**config.mk**
```make
export PLATFORM = sky130hd
export DESIGN_NAME = abpm_top
export DESIGN_NICKNAME = d
export VERILOG_FILES = /design/src/design/abpm_cycle_ctr.v /design/src/design/abpm_evt_ctr.v /design/src/design/abpm_top.v
export VERILOG_INCLUDE_DIRS = /design/src /design/src/design
export SDC_FILE = /design/constraint.sdc
export NUM_CORES = 1
export LEC_CHECK = 0
export BUFFER_PORTS_ARGS = -buffer_cell sky130_fd_sc_hd__buf_2
export CORE_UTILIZATION = 50
export DETAILED_ROUTE_END_ITERATION = 6
export PLACE_DENSITY = 0.68
export SLEW_MARGIN = 25
export SYNTH_ARGS = -nofsm -noshare
export SYNTH_HDL_FRONTEND = slang
export SYNTH_SLANG_ARGS = --single-unit
```
**constraint.sdc**
```tcl
create_clock -name hclk -period 5 [get_ports hclk]
set_input_delay 0.25 -clock hclk [delete_from_list [all_inputs] [get_ports hclk]]
set_output_delay 0.25 -clock hclk [all_outputs]
set_load 0.01 [all_outputs]
```
**src/design/abpm_consts.vh**
```
// Register map, field layout and encodings of the bus performance monitor
`ifndef ABPM_CONSTS_VH
`define ABPM_CONSTS_VH

// ****************************************************************
// Register word offsets (byte addresses, low bits of haddr)
// ****************************************************************
`define ABPM_ADDR_W 8
`define ABPM_OFF_CTRL 8'h04
`define ABPM_OFF_CYCLO 8'h08
`define ABPM_OFF_EV0L 8'h0C
`define ABPM_OFF_EV1L 8'h10
`define ABPM_OFF_HIGH 8'h14

// ****************************************************************
// Control register fields
// ****************************************************************
`define ABPM_CTL_MSEL1 23:20
`define ABPM_CTL_MSEL0 19:16
`define ABPM_CTL_ESEL1 14:12
`define ABPM_CTL_ESEL0 10:8
`define ABPM_CTL_EN1 2
`define ABPM_CTL_EN0 1
`define ABPM_CTL_CYCEN 0

// ****************************************************************
// Shared high register fields
// ****************************************************************
`define ABPM_HI_CLK 31:16
`define ABPM_HI_CH1 15:8
`define ABPM_HI_CH0 7:0
`define ABPM_HI_SAT 8'hFF

// ****************************************************************
// Event codes, master codes and observed bus encodings
// ****************************************************************
`define ABPM_EV_CYC 3'h0
`define ABPM_EV_NSEQ 3'h1
`define ABPM_EV_LAT 3'h2
`define ABPM_EV_LATC 3'h3
`define ABPM_EV_SINGLE 3'h4
`define ABPM_EV_FIXED 3'h5
`define ABPM_EV_INCR 3'h6
`define ABPM_EV_CYCC 3'h7
`define ABPM_MST_ALL 4'hF
`define ABPM_TR_IDLE 2'h0
`define ABPM_TR_NONSEQ 2'h2
`define ABPM_BU_SINGLE 3'h0
`define ABPM_BU_INCR 3'h1
`define ABPM_RST_WORD 32'h00000000

`endif

```
**src/design/abpm_cycle_ctr.v**
```verilog
// Free-running bus clock-cycle counter, 32-bit low and 16-bit high part
`timescale 1ns/100ps
module abpm_cycle_ctr #(
  parameter LO_W = 32,
  parameter HI_W = 16
) (
  input wire clk,
  input wire rst_n,
  input wire count_en,
  input wire wr_low,
  input wire wr_high,
  input wire [LO_W-1:0] wdata_low,
  input wire [HI_W-1:0] wdata_high,
  output reg [LO_W-1:0] count_low_r,
  output reg [HI_W-1:0] count_high_r
);

  wire lo_full;

  assign lo_full = &count_low_r;

  // Software writes win over counting so a preset is never lost
  always @(posedge clk or negedge rst_n) begin
    if (!rst_n) begin
      count_low_r <= {LO_W{1'b0}};
      count_high_r <= {HI_W{1'b0}};
    end else begin
      if (wr_low) begin
        count_low_r <= wdata_low;
      end else if (count_en) begin
        count_low_r <= count_low_r + 1'b1;
      end
      if (wr_high) begin
        count_high_r <= wdata_high;
      end else if (count_en && lo_full && !wr_low) begin
        count_high_r <= count_high_r + 1'b1; // Upper part wraps
      end
    end
  end

endmodule // abpm_cycle_ctr

```
**src/design/abpm_evt_ctr.v**
```verilog
// Event counter: 32-bit low word plus saturating high byte
`timescale 1ns/100ps
module abpm_evt_ctr #(
  parameter LO_W = 32,
  parameter HI_W = 8
) (
  input wire clk,
  input wire rst_n,
  input wire [LO_W-1:0] add_val,
  input wire bump_high,
  input wire wr_low,
  input wire wr_high,
  input wire [LO_W-1:0] wdata_low,
  input wire [HI_W-1:0] wdata_high,
  output reg [LO_W-1:0] count_low_r,
  output reg [HI_W-1:0] count_high_r
);

  wire [LO_W:0] sum;
  wire carry;
  wire hi_full;

  assign sum = {1'b0, count_low_r} + {1'b0, add_val};
  assign carry = sum[LO_W];
  assign hi_full = &count_high_r;

  // Low wraps into high; high sticks at all ones until rewritten
  always @(posedge clk or negedge rst_n) begin
    if (!rst_n) begin
      count_low_r <= {LO_W{1'b0}};
      count_high_r <= {HI_W{1'b0}};
    end else begin
      if (wr_low) begin
        count_low_r <= wdata_low;
      end else begin
        count_low_r <= sum[LO_W-1:0];
      end
      if (wr_high) begin
        count_high_r <= wdata_high;
      end else if ((bump_high || (carry && !wr_low)) && !hi_full) begin
        count_high_r <= count_high_r + 1'b1;
      end
    end
  end

endmodule // abpm_evt_ctr

```
**src/design/abpm_top.v**
```verilog
// Bus performance monitor: AHB-Lite register slave and event channels
`timescale 1ns/100ps
`include "abpm_consts.vh"
module abpm_top #(
  parameter NMST = 8,
  parameter NCH = 2
) (
  input wire hclk,
  input wire hresetn,
  input wire hsel,
  input wire [31:0] haddr,
  input wire [1:0] htrans,
  input wire hwrite,
  input wire [2:0] hsize,
  input wire [31:0] hwdata,
  input wire hready,
  output reg [31:0] hrdata_r,
  output reg hreadyout_r,
  output reg hresp_r,
  input wire [1:0] mon_htrans,
  input wire [2:0] mon_hburst,
  input wire [3:0] mon_hmaster,
  input wire mon_hready,
  input wire [NMST-1:0] mon_busreq,
  input wire [NMST-1:0] mon_grant
);

  // ****************************************************************
  // Bus slave state
  // ****************************************************************
  reg wr_pend_r;
  reg rd_pend_r;
  reg [`ABPM_ADDR_W-1:0] addr_r;
  wire accept;
  wire [`ABPM_ADDR_W-1:0] dp_addr;
  wire wr_ctrl;
  wire wr_cyclo;
  wire wr_high;
  wire [NCH-1:0] wr_evl;
  wire hit_ctrl;
  wire hit_cyclo;
  wire hit_ev0l;
  wire hit_ev1l;
  wire hit_high;
  reg [31:0] rd_mux;

  // ****************************************************************
  // Control register fields
  // ****************************************************************
  reg [3:0] chan1_master_select_r;
  reg [3:0] chan0_master_select_r;
  reg [2:0] chan1_event_select_r;
  reg [2:0] chan0_event_select_r;
  reg chan1_enable_r;
  reg chan0_enable_r;
  reg cycle_count_enable_r;
  wire [31:0] ctrl_word;

  // Counter views
  wire [31:0] clk_lo;
  wire [15:0] clk_hi;
  wire [31:0] ev_lo [0:NCH-1];
  wire [7:0] ev_hi [0:NCH-1];

  // Address phase taken only for active transfers while the bus is ready
  assign accept = hsel && hready && htrans[1];
  assign dp_addr = addr_r;

  // ****************************************************************
  // Register address decode
  // ****************************************************************
  // One decode of the held data-phase word serves writes and reads, so
  // the two can never disagree about which register an offset names
  assign hit_ctrl = (dp_addr == `ABPM_OFF_CTRL);
  assign hit_cyclo = (dp_addr == `ABPM_OFF_CYCLO);
  assign hit_ev0l = (dp_addr == `ABPM_OFF_EV0L);
  assign hit_ev1l = (dp_addr == `ABPM_OFF_EV1L);
  assign hit_high = (dp_addr == `ABPM_OFF_HIGH);

  // Writes land in the data phase, one cycle after the address phase;
  // hsize is not decoded, so a narrow write would replace the whole word
  assign wr_ctrl = wr_pend_r && hit_ctrl;
  assign wr_cyclo = wr_pend_r && hit_cyclo;
  assign wr_high = wr_pend_r && hit_high;
  assign wr_evl[0] = wr_pend_r && hit_ev0l;
  assign wr_evl[1] = wr_pend_r && hit_ev1l;

  // ****************************************************************
  // AHB-Lite slave handshake
  // ****************************************************************
  // Reads take one wait state so a read that follows a write sees
  // the written value rather than the stale one.
  // Writes need no wait: the data-phase word is taken at the edge that
  // ends it, and the register holds it from then on.
  always @(posedge hclk or negedge hresetn) begin
    if (!hresetn) begin
      wr_pend_r <= 1'b0;
      rd_pend_r <= 1'b0;
      addr_r <= {`ABPM_ADDR_W{1'b0}};
      hreadyout_r <= 1'b1;
      hresp_r <= 1'b0;
      hrdata_r <= `ABPM_RST_WORD;
    end else begin
      hresp_r <= 1'b0; // Always OKAY
      if (rd_pend_r) begin
        rd_pend_r <= 1'b0;
        hrdata_r <= rd_mux;
        hreadyout_r <= 1'b1;
      end else if (accept) begin
        addr_r <= {haddr[`ABPM_ADDR_W-1:2], 2'b00};
        wr_pend_r <= hwrite;
        rd_pend_r <= !hwrite;
        hreadyout_r <= hwrite;
      end else begin
        wr_pend_r <= 1'b0;
      end
    end
  end

  // ****************************************************************
  // Control register
  // ****************************************************************
  // Reserved bits have no storage, so writes to them vanish
  // Enables reset to zero, so nothing counts before software sets it up
  always @(posedge hclk or negedge hresetn) begin
    if (!hresetn) begin
      chan1_master_select_r <= 4'h0;
      chan0_master_select_r <= 4'h0;
      chan1_event_select_r <= 3'h0;
      chan0_event_select_r <= 3'h0;
      chan1_enable_r <= 1'b0;
      chan0_enable_r <= 1'b0;
      cycle_count_enable_r <= 1'b0;
    end else if (wr_ctrl) begin
      chan1_master_select_r <= hwdata[`ABPM_CTL_MSEL1];
      chan0_master_select_r <= hwdata[`ABPM_CTL_MSEL0];
      chan1_event_select_r <= hwdata[`ABPM_CTL_ESEL1];
      chan0_event_select_r <= hwdata[`ABPM_CTL_ESEL0];
      chan1_enable_r <= hwdata[`ABPM_CTL_EN1];
      chan0_enable_r <= hwdata[`ABPM_CTL_EN0];
      cycle_count_enable_r <= hwdata[`ABPM_CTL_CYCEN];
    end
  end

  // Reserved positions fill with zero on read
  assign ctrl_word = {8'h00, chan1_master_select_r, chan0_master_select_r, 1'b0,
                      chan1_event_select_r, 1'b0, chan0_event_select_r, 5'h00,
                      chan1_enable_r, chan0_enable_r, cycle_count_enable_r};

  // ****************************************************************
  // Read multiplexer
  // ****************************************************************
  // Unmapped words, including offset zero, read as zero
  always @* begin
    if (hit_ctrl) begin
      rd_mux = ctrl_word;
    end else if (hit_cyclo) begin
      rd_mux = clk_lo;
    end else if (hit_ev0l) begin
      rd_mux = ev_lo[0];
    end else if (hit_ev1l) begin
      rd_mux = ev_lo[1];
    end else if (hit_high) begin
      rd_mux = {clk_hi, ev_hi[1], ev_hi[0]};
    end else begin
      rd_mux = `ABPM_RST_WORD;
    end
  end

  // ****************************************************************
  // Clock-cycle counter
  // ****************************************************************
  // The full count rolls over silently; software timing long spans must
  // read the high field before and after the low word
  abpm_cycle_ctr #(
    .LO_W(32),
    .HI_W(16)
  ) u_cyc (
    .clk(hclk),
    .rst_n(hresetn),
    .count_en(cycle_count_enable_r),
    .wr_low(wr_cyclo),
    .wr_high(wr_high),
    .wdata_low(hwdata),
    .wdata_high(hwdata[`ABPM_HI_CLK]),
    .count_low_r(clk_lo),
    .count_high_r(clk_hi)
  );

  // ****************************************************************
  // Event channels
  // ****************************************************************
  genvar gi;
  generate
    for (gi = 0; gi < NCH; gi = gi + 1) begin : g_ch
      wire [3:0] msel;
      wire [2:0] esel;
      wire en;
      wire match;
      wire act;
      wire start;
      wire waiting;
      wire txn_end;
      wire [7:0] hi_wdata;
      reg [31:0] lat_r;
      reg [31:0] txn_cyc_r;
      reg in_txn_r;
      reg [31:0] add_val;
      reg bump;

      // Each channel takes its own fields out of the shared control word
      assign msel = (gi == 0) ? chan0_master_select_r : chan1_master_select_r;
      assign esel = (gi == 0) ? chan0_event_select_r : chan1_event_select_r;
      assign en = (gi == 0) ? chan0_enable_r : chan1_enable_r;
      assign hi_wdata = (gi == 0) ? hwdata[`ABPM_HI_CH0] : hwdata[`ABPM_HI_CH1];

      // Code 15 watches every master; any other code, 8 to 14 included, matches an equal mon_hmaster
      assign match = (msel == `ABPM_MST_ALL) || (mon_hmaster == msel);
      assign act = en && match && (mon_htrans != `ABPM_TR_IDLE);
      assign start = en && match && mon_hready && (mon_htrans == `ABPM_TR_NONSEQ);
      // Request lines exist only for real masters; all-masters gives none,
      // so the latency codes cannot be trusted with every master selected
      assign waiting = en && !msel[3] && mon_busreq[msel[2:0]] && !mon_grant[msel[2:0]];
      assign txn_end = in_txn_r && (start || !act);

      // Per-transaction trackers: waiting cycles and active cycles
      // Disabling clears them; the first disabled cycle still ends an open transaction, so ABPM_EV_CYCC can score a half-seen one
      always @(posedge hclk or negedge hresetn) begin
        if (!hresetn) begin
          lat_r <= 32'h00000000;
          txn_cyc_r <= 32'h00000000;
          in_txn_r <= 1'b0;
        end else if (!en) begin
          lat_r <= 32'h00000000;
          txn_cyc_r <= 32'h00000000;
          in_txn_r <= 1'b0;
        end else begin
          lat_r <= start ? 32'h00000000 : lat_r + {31'h00000000, waiting};
          if (start) begin
            txn_cyc_r <= 32'h00000001;
            in_txn_r <= 1'b1;
          end else if (act) begin
            txn_cyc_r <= txn_cyc_r + 32'h00000001;
          end else begin
            in_txn_r <= 1'b0;
          end
        end
      end

      // Event decode: amount to add to the low word, or a high bump
      // Only one arm is live per channel, so no event counts twice a cycle
      always @* begin
        add_val = 32'h00000000;
        bump = 1'b0;
        case (esel)
          `ABPM_EV_CYC: begin
            add_val = {31'h00000000, act};
          end
          `ABPM_EV_NSEQ: begin
            add_val = {31'h00000000, start};
          end
          `ABPM_EV_LAT: begin
            add_val = start ? lat_r : 32'h00000000;
          end
          `ABPM_EV_LATC: begin
            bump = start && (lat_r > ev_lo[gi]);
          end
          `ABPM_EV_SINGLE: begin
            add_val = {31'h00000000, start && (mon_hburst == `ABPM_BU_SINGLE)};
          end
          `ABPM_EV_FIXED: begin
            add_val = {31'h00000000, start && (mon_hburst != `ABPM_BU_SINGLE) &&
                       (mon_hburst != `ABPM_BU_INCR)};
          end
          `ABPM_EV_INCR: begin
            add_val = {31'h00000000, start && (mon_hburst == `ABPM_BU_INCR)};
          end
          default: begin
            bump = txn_end && (txn_cyc_r > ev_lo[gi]);
          end
        endcase
      end

      // Counter pair for this channel; the low word doubles as threshold
      // A software write to either half wins over an event for that half in that cycle
      abpm_evt_ctr #(
        .LO_W(32),
        .HI_W(8)
      ) u_evt (
        .clk(hclk),
        .rst_n(hresetn),
        .add_val(add_val),
        .bump_high(bump),
        .wr_low(wr_evl[gi]),
        .wr_high(wr_high),
        .wdata_low(hwdata),
        .wdata_high(hi_wdata),
        .count_low_r(ev_lo[gi]),
        .count_high_r(ev_hi[gi])
      );
    end
  endgenerate

endmodule // abpm_top

```
==> impl_metrics.env <==
export IMPL_result_of_the_run="finished, violations left"
export IMPL_violations="DRC"
export IMPL_cts_htree_levels=2
export IMPL_final_hold_viol_count=0
export IMPL_placeableCoreArea_um2=44300
export IMPL_unrepaired_setup_endpoints_after_global_routing="false"
export IMPL_die_y_um=214
export IMPL_dp_final_hpwl_um=53100
export IMPL_synth_net_count=2908
export IMPL_seq_cells_post_synth=316
export IMPL_synth_area_leader_cell="sky130_fd_sc_hd__dfrtp_1"
export IMPL_floorplan_io_pins=134
export IMPL_cts_setup_buffers=0
export IMPL_worst_path_dominant_cell_family="compound AO/OA/AOI/OAI gates"
export IMPL_clockBufferDepth=3
export IMPL_wire_per_inst_um=21.2
export IMPL_mostFrequentLayoutCells="sky130_fd_sc_hd__dfrtp_1 (313), sky130_fd_sc_hd__nor2_1 (249), sky130_fd_sc_hd__nand2_1 (233), sky130_fd_sc_hd__ha_1 (202), sky130_fd_sc_hd__a21oi_1 (199)"
export IMPL_cts_tree="yes"
export IMPL_synthesis_area_um2=22500
export IMPL_postSynth_topFlopCell="sky130_fd_sc_hd__dfrtp_1"
export IMPL_critPathArrivalTime_ns=5.21
export IMPL_dr_iter_0_viols=1932
export IMPL_critPathRequiredTime_ns=5.47
export IMPL_layout_nets=3012
export IMPL_synth_async_sr_flop_share=1.00
export IMPL_post_drt_via_cell_ratio=6.13
export IMPL_period_needed_ns=4.74
export IMPL_drt_pass1_iterations=7
export IMPL_synth_edff_count=0
export IMPL_insertion_delay_ns=0.58
export IMPL_grt_overflow_total=0
export IMPL_grt_pass1_vias=19900
export IMPL_worst_path_largest_cell_delay_ns=0.50
export IMPL_die_x_um=214
export IMPL_gpl_final_weighted_congestion=0.951
export IMPL_final_period_utilization=0.948
export IMPL_startpoint_kind_of_the_worst_setup_timing_path="flip-flop"
export IMPL_numPortBuffers=102
export IMPL_ys_warnings=0
export IMPL_crit_path_end_kind="flip-flop"
export IMPL_crit_top_cell="sky130_fd_sc_hd__o21ai_1"
export IMPL_synth_top_area_share=0.351
export IMPL_flow_area_growth_from_synthesis_pct=12.3
export IMPL_totalNegativeSetupSlack_ns=0
export IMPL_gr_usage_all_layers=0.306
export IMPL_cts_num_sinks=316
export IMPL_cell_count_after_synthesis=2604
export IMPL_fin_worst_skew_ns=0.0249
export IMPL_drive_above_1_share=0.0975
export IMPL_layout_area_seq_um2=7910
export IMPL_ys_types=79
export IMPL_tritoncts_num_buffers=39
export IMPL_cts_root_buf="sky130_fd_sc_hd__clkbuf_16"
export IMPL_power_density_nw_per_um2=316
export IMPL_timing_worst_slew_pin_value_ns=1.06
export IMPL_path_cells="xor2_1, nor4_2, o211ai_1, nor4b_2, buf_12, and2_1, ha_1, a21oi_1, o21bai_1, a31oi_1, o21ai_1, a311o_1, o21ai_1, nand2_2, and4b_1, o31ai_1"
export IMPL_grt_antenna_before_repair=1
export IMPL_num_rows=77
export IMPL_relSlewSlack=0.294
export IMPL_yosysSeqAreaShare=0.352
export IMPL_timing_max_cap_violations=0
export IMPL_die_area_um2=45800
export IMPL_ir_worst_vdd_mv=0.242
export IMPL_worst_path_max_fanout=31
export IMPL_multi_input_comb_area_um2=13800
export IMPL_power_leakage_nw=11.7
export IMPL_hold_path_class="in2reg"
export IMPL_floorplan_initialDensity=0.507
export IMPL_antenna_violating_nets_post_route=0
export IMPL_postRouteWirelength_um=70600
export IMPL_max_freq_ghz=0.211
export IMPL_n_fill_cell=4000
export IMPL_timing_critical_path_slowest_stage_cell="sky130_fd_sc_hd__o21ai_1"
export IMPL_slew_viol_final=0
export IMPL_cp_num_buf_inv=1
export IMPL_syn_avg_cell_area_um2=8.63
export IMPL_first_pass_grt_wire_length_um=111000
export IMPL_hold_ws_ns=0.0259
export IMPL_drcViolationCount=1
export IMPL_layout_cells_most_common="sky130_fd_sc_hd__dfrtp_1"
export IMPL_detailroute_via_count=20400
export IMPL_ys_top_cells_by_area="sky130_fd_sc_hd__dfrtp_1 (35%), sky130_fd_sc_hd__ha_1 (11%), sky130_fd_sc_hd__a21oi_1 (4.4%)"
export IMPL_clk_transition_reported_paths_ns=0.06
export IMPL_grt_max_degree=146
export IMPL_setup_violations_final=0
export IMPL_worstSetupPathType="reg2reg"
flip-flops by register name, indices dropped and copies added (netlist names), 4 cells and up:
signal / count
g_ch.lat_r: 64
g_ch.txn_cyc_r: 64
g_ch.u_evt.count_low_r: 64
hrdata_r: 32
u_cyc.count_low_r: 32
g_ch.u_evt.count_high_r: 16
u_cyc.count_high_r: 16
addr_r: 6
chan0_master_select_r: 4
chan1_master_select_r: 4
per-layer routing:
layer,vias to the layer above,routed length (um),track usage
met1,9901,30800,0.420
met5,-,0,0
met3,146,5300,0.0391
li1,9627,-,-
met2,759,31800,0.487
met4,0,2700,0.129
path summary, 6_finish.rpt:
kind,end,start,slack [ns],cells past startpoint
worst max-delay path,g_ch[1].u_evt.count_high_r[6],chan1_master_select_r[3],0.26,16
worst min-delay path,hreadyout_r,htrans[1],0.03,4
worst max register to register,g_ch[1].u_evt.count_high_r[6],chan1_master_select_r[3],0.26,16
worst min register to register,hrdata_r[15],hrdata_r[15],0.48,1
max in group asynchronous,g_ch[1].txn_cyc_r[29],hresetn,3.53,3
min in group asynchronous,g_ch[0].lat_r[8],hresetn,0.21,2
worst register-to-register path, stage by stage, from the launching register on:
cell and delay, ns:
sky130_fd_sc_hd__dfrtp_1 0.44, sky130_fd_sc_hd__xor2_1 0.20, sky130_fd_sc_hd__nor4_2 0.42, sky130_fd_sc_hd__o211ai_1 0.29, sky130_fd_sc_hd__nor4b_2 0.38, sky130_fd_sc_hd__buf_12 0.21
sky130_fd_sc_hd__and2_1 0.18, sky130_fd_sc_hd__ha_1 0.28, sky130_fd_sc_hd__a21oi_1 0.23, sky130_fd_sc_hd__o21bai_1 0.16, sky130_fd_sc_hd__a31oi_1 0.22, sky130_fd_sc_hd__o21ai_1 0.09
sky130_fd_sc_hd__a311o_1 0.39, sky130_fd_sc_hd__o21ai_1 0.50, sky130_fd_sc_hd__nand2_2 0.18, sky130_fd_sc_hd__and4b_1 0.25, sky130_fd_sc_hd__o31ai_1 0.23
cell type report:
cell class	instances	share of cell area
inverter	103	0.0153
timing repair buffer	166	0.0436
clock buffer	56	0.0440
sequential	316	0.313
multi-input combinational	2082	0.547
tap	592	0.0293
clock inverter	15	0.00679
antenna	2	0.000198
logic make-up after synthesis:
kind of cell / Yosys count / synth area share
AO/OA/AOI/OAI: 682 / 0.187
XOR/XNOR: 158 / 0.0616
adder cells (fa/ha/maj): 204 / 0.114
buffers and inverters: 206 / 0.0347
flip-flops: 316 / 0.352
multiplexers: 86 / 0.0418
other: 1 / 0.000167
AND/OR/NAND/NOR: 951 / 0.209
Yosys cell counts, types with 7 or more instances:
cell type	n
sky130_fd_sc_hd__nand2_1	235
sky130_fd_sc_hd__dfrtp_1	315
sky130_fd_sc_hd__o211ai_1	13
sky130_fd_sc_hd__a31oi_1	29
sky130_fd_sc_hd__o31ai_1	22
sky130_fd_sc_hd__xor2_1	101
sky130_fd_sc_hd__o21ai_0	195
sky130_fd_sc_hd__nand4_1	63
sky130_fd_sc_hd__clkbuf_1	95
sky130_fd_sc_hd__nor3_1	26
sky130_fd_sc_hd__mux2i_1	41
sky130_fd_sc_hd__a21oi_1	199
sky130_fd_sc_hd__and4_1	23
sky130_fd_sc_hd__mux2_2	40
sky130_fd_sc_hd__or3_1	11
sky130_fd_sc_hd__o21a_1	28
sky130_fd_sc_hd__a211oi_1	17
sky130_fd_sc_hd__o21ai_1	31
sky130_fd_sc_hd__a21o_1	43
sky130_fd_sc_hd__nor2b_1	24
sky130_fd_sc_hd__nand3b_1	7
sky130_fd_sc_hd__nor2_1	251
sky130_fd_sc_hd__a222oi_1	16
sky130_fd_sc_hd__xnor2_1	57
sky130_fd_sc_hd__and2_1	89
sky130_fd_sc_hd__ha_1	202
sky130_fd_sc_hd__o221ai_1	16
sky130_fd_sc_hd__nor4_1	9
sky130_fd_sc_hd__and3_1	73
sky130_fd_sc_hd__inv_1	103
sky130_fd_sc_hd__nand2b_1	18
sky130_fd_sc_hd__nand3_1	101
report_power, final:
| group | switching (mW) | total [mW] | internal, mW |
|---|---|---|---|
| logic | 1.11 | 1.84 | 0.730 |
| clock network | 1.20 | 2.90 | 1.71 |
| registers | 0.365 | 3.23 | 2.87 |
| total | 2.67 | 7.97 | 5.30 |
through the flow:
step | area, um2 | util | cells | setup WS [ns] | power, mW
finish | 25300 | 0.570 | 3332 | 0.262 | 7.97
global route | 25200 | 0.570 | 3331 | 0.0382 | 8.34
CTS | 25200 | 0.569 | 3330 | 0.326 | 7.98
detailed placement | 23700 | 0.534 | 3231 | 0.369 | 5.05
global placement | 23700 | 0.534 | 3231 | 0.420 | 4.98
floorplan | 22500 | - | 2604 | 0.838 | 4.34
repair_timing:
item / CTS / global route
resized for setup: 0 / 0
hold buffers: 28 / 0
hold endpoints to repair: 105 / 0
(Power assumes the default switching activity.)
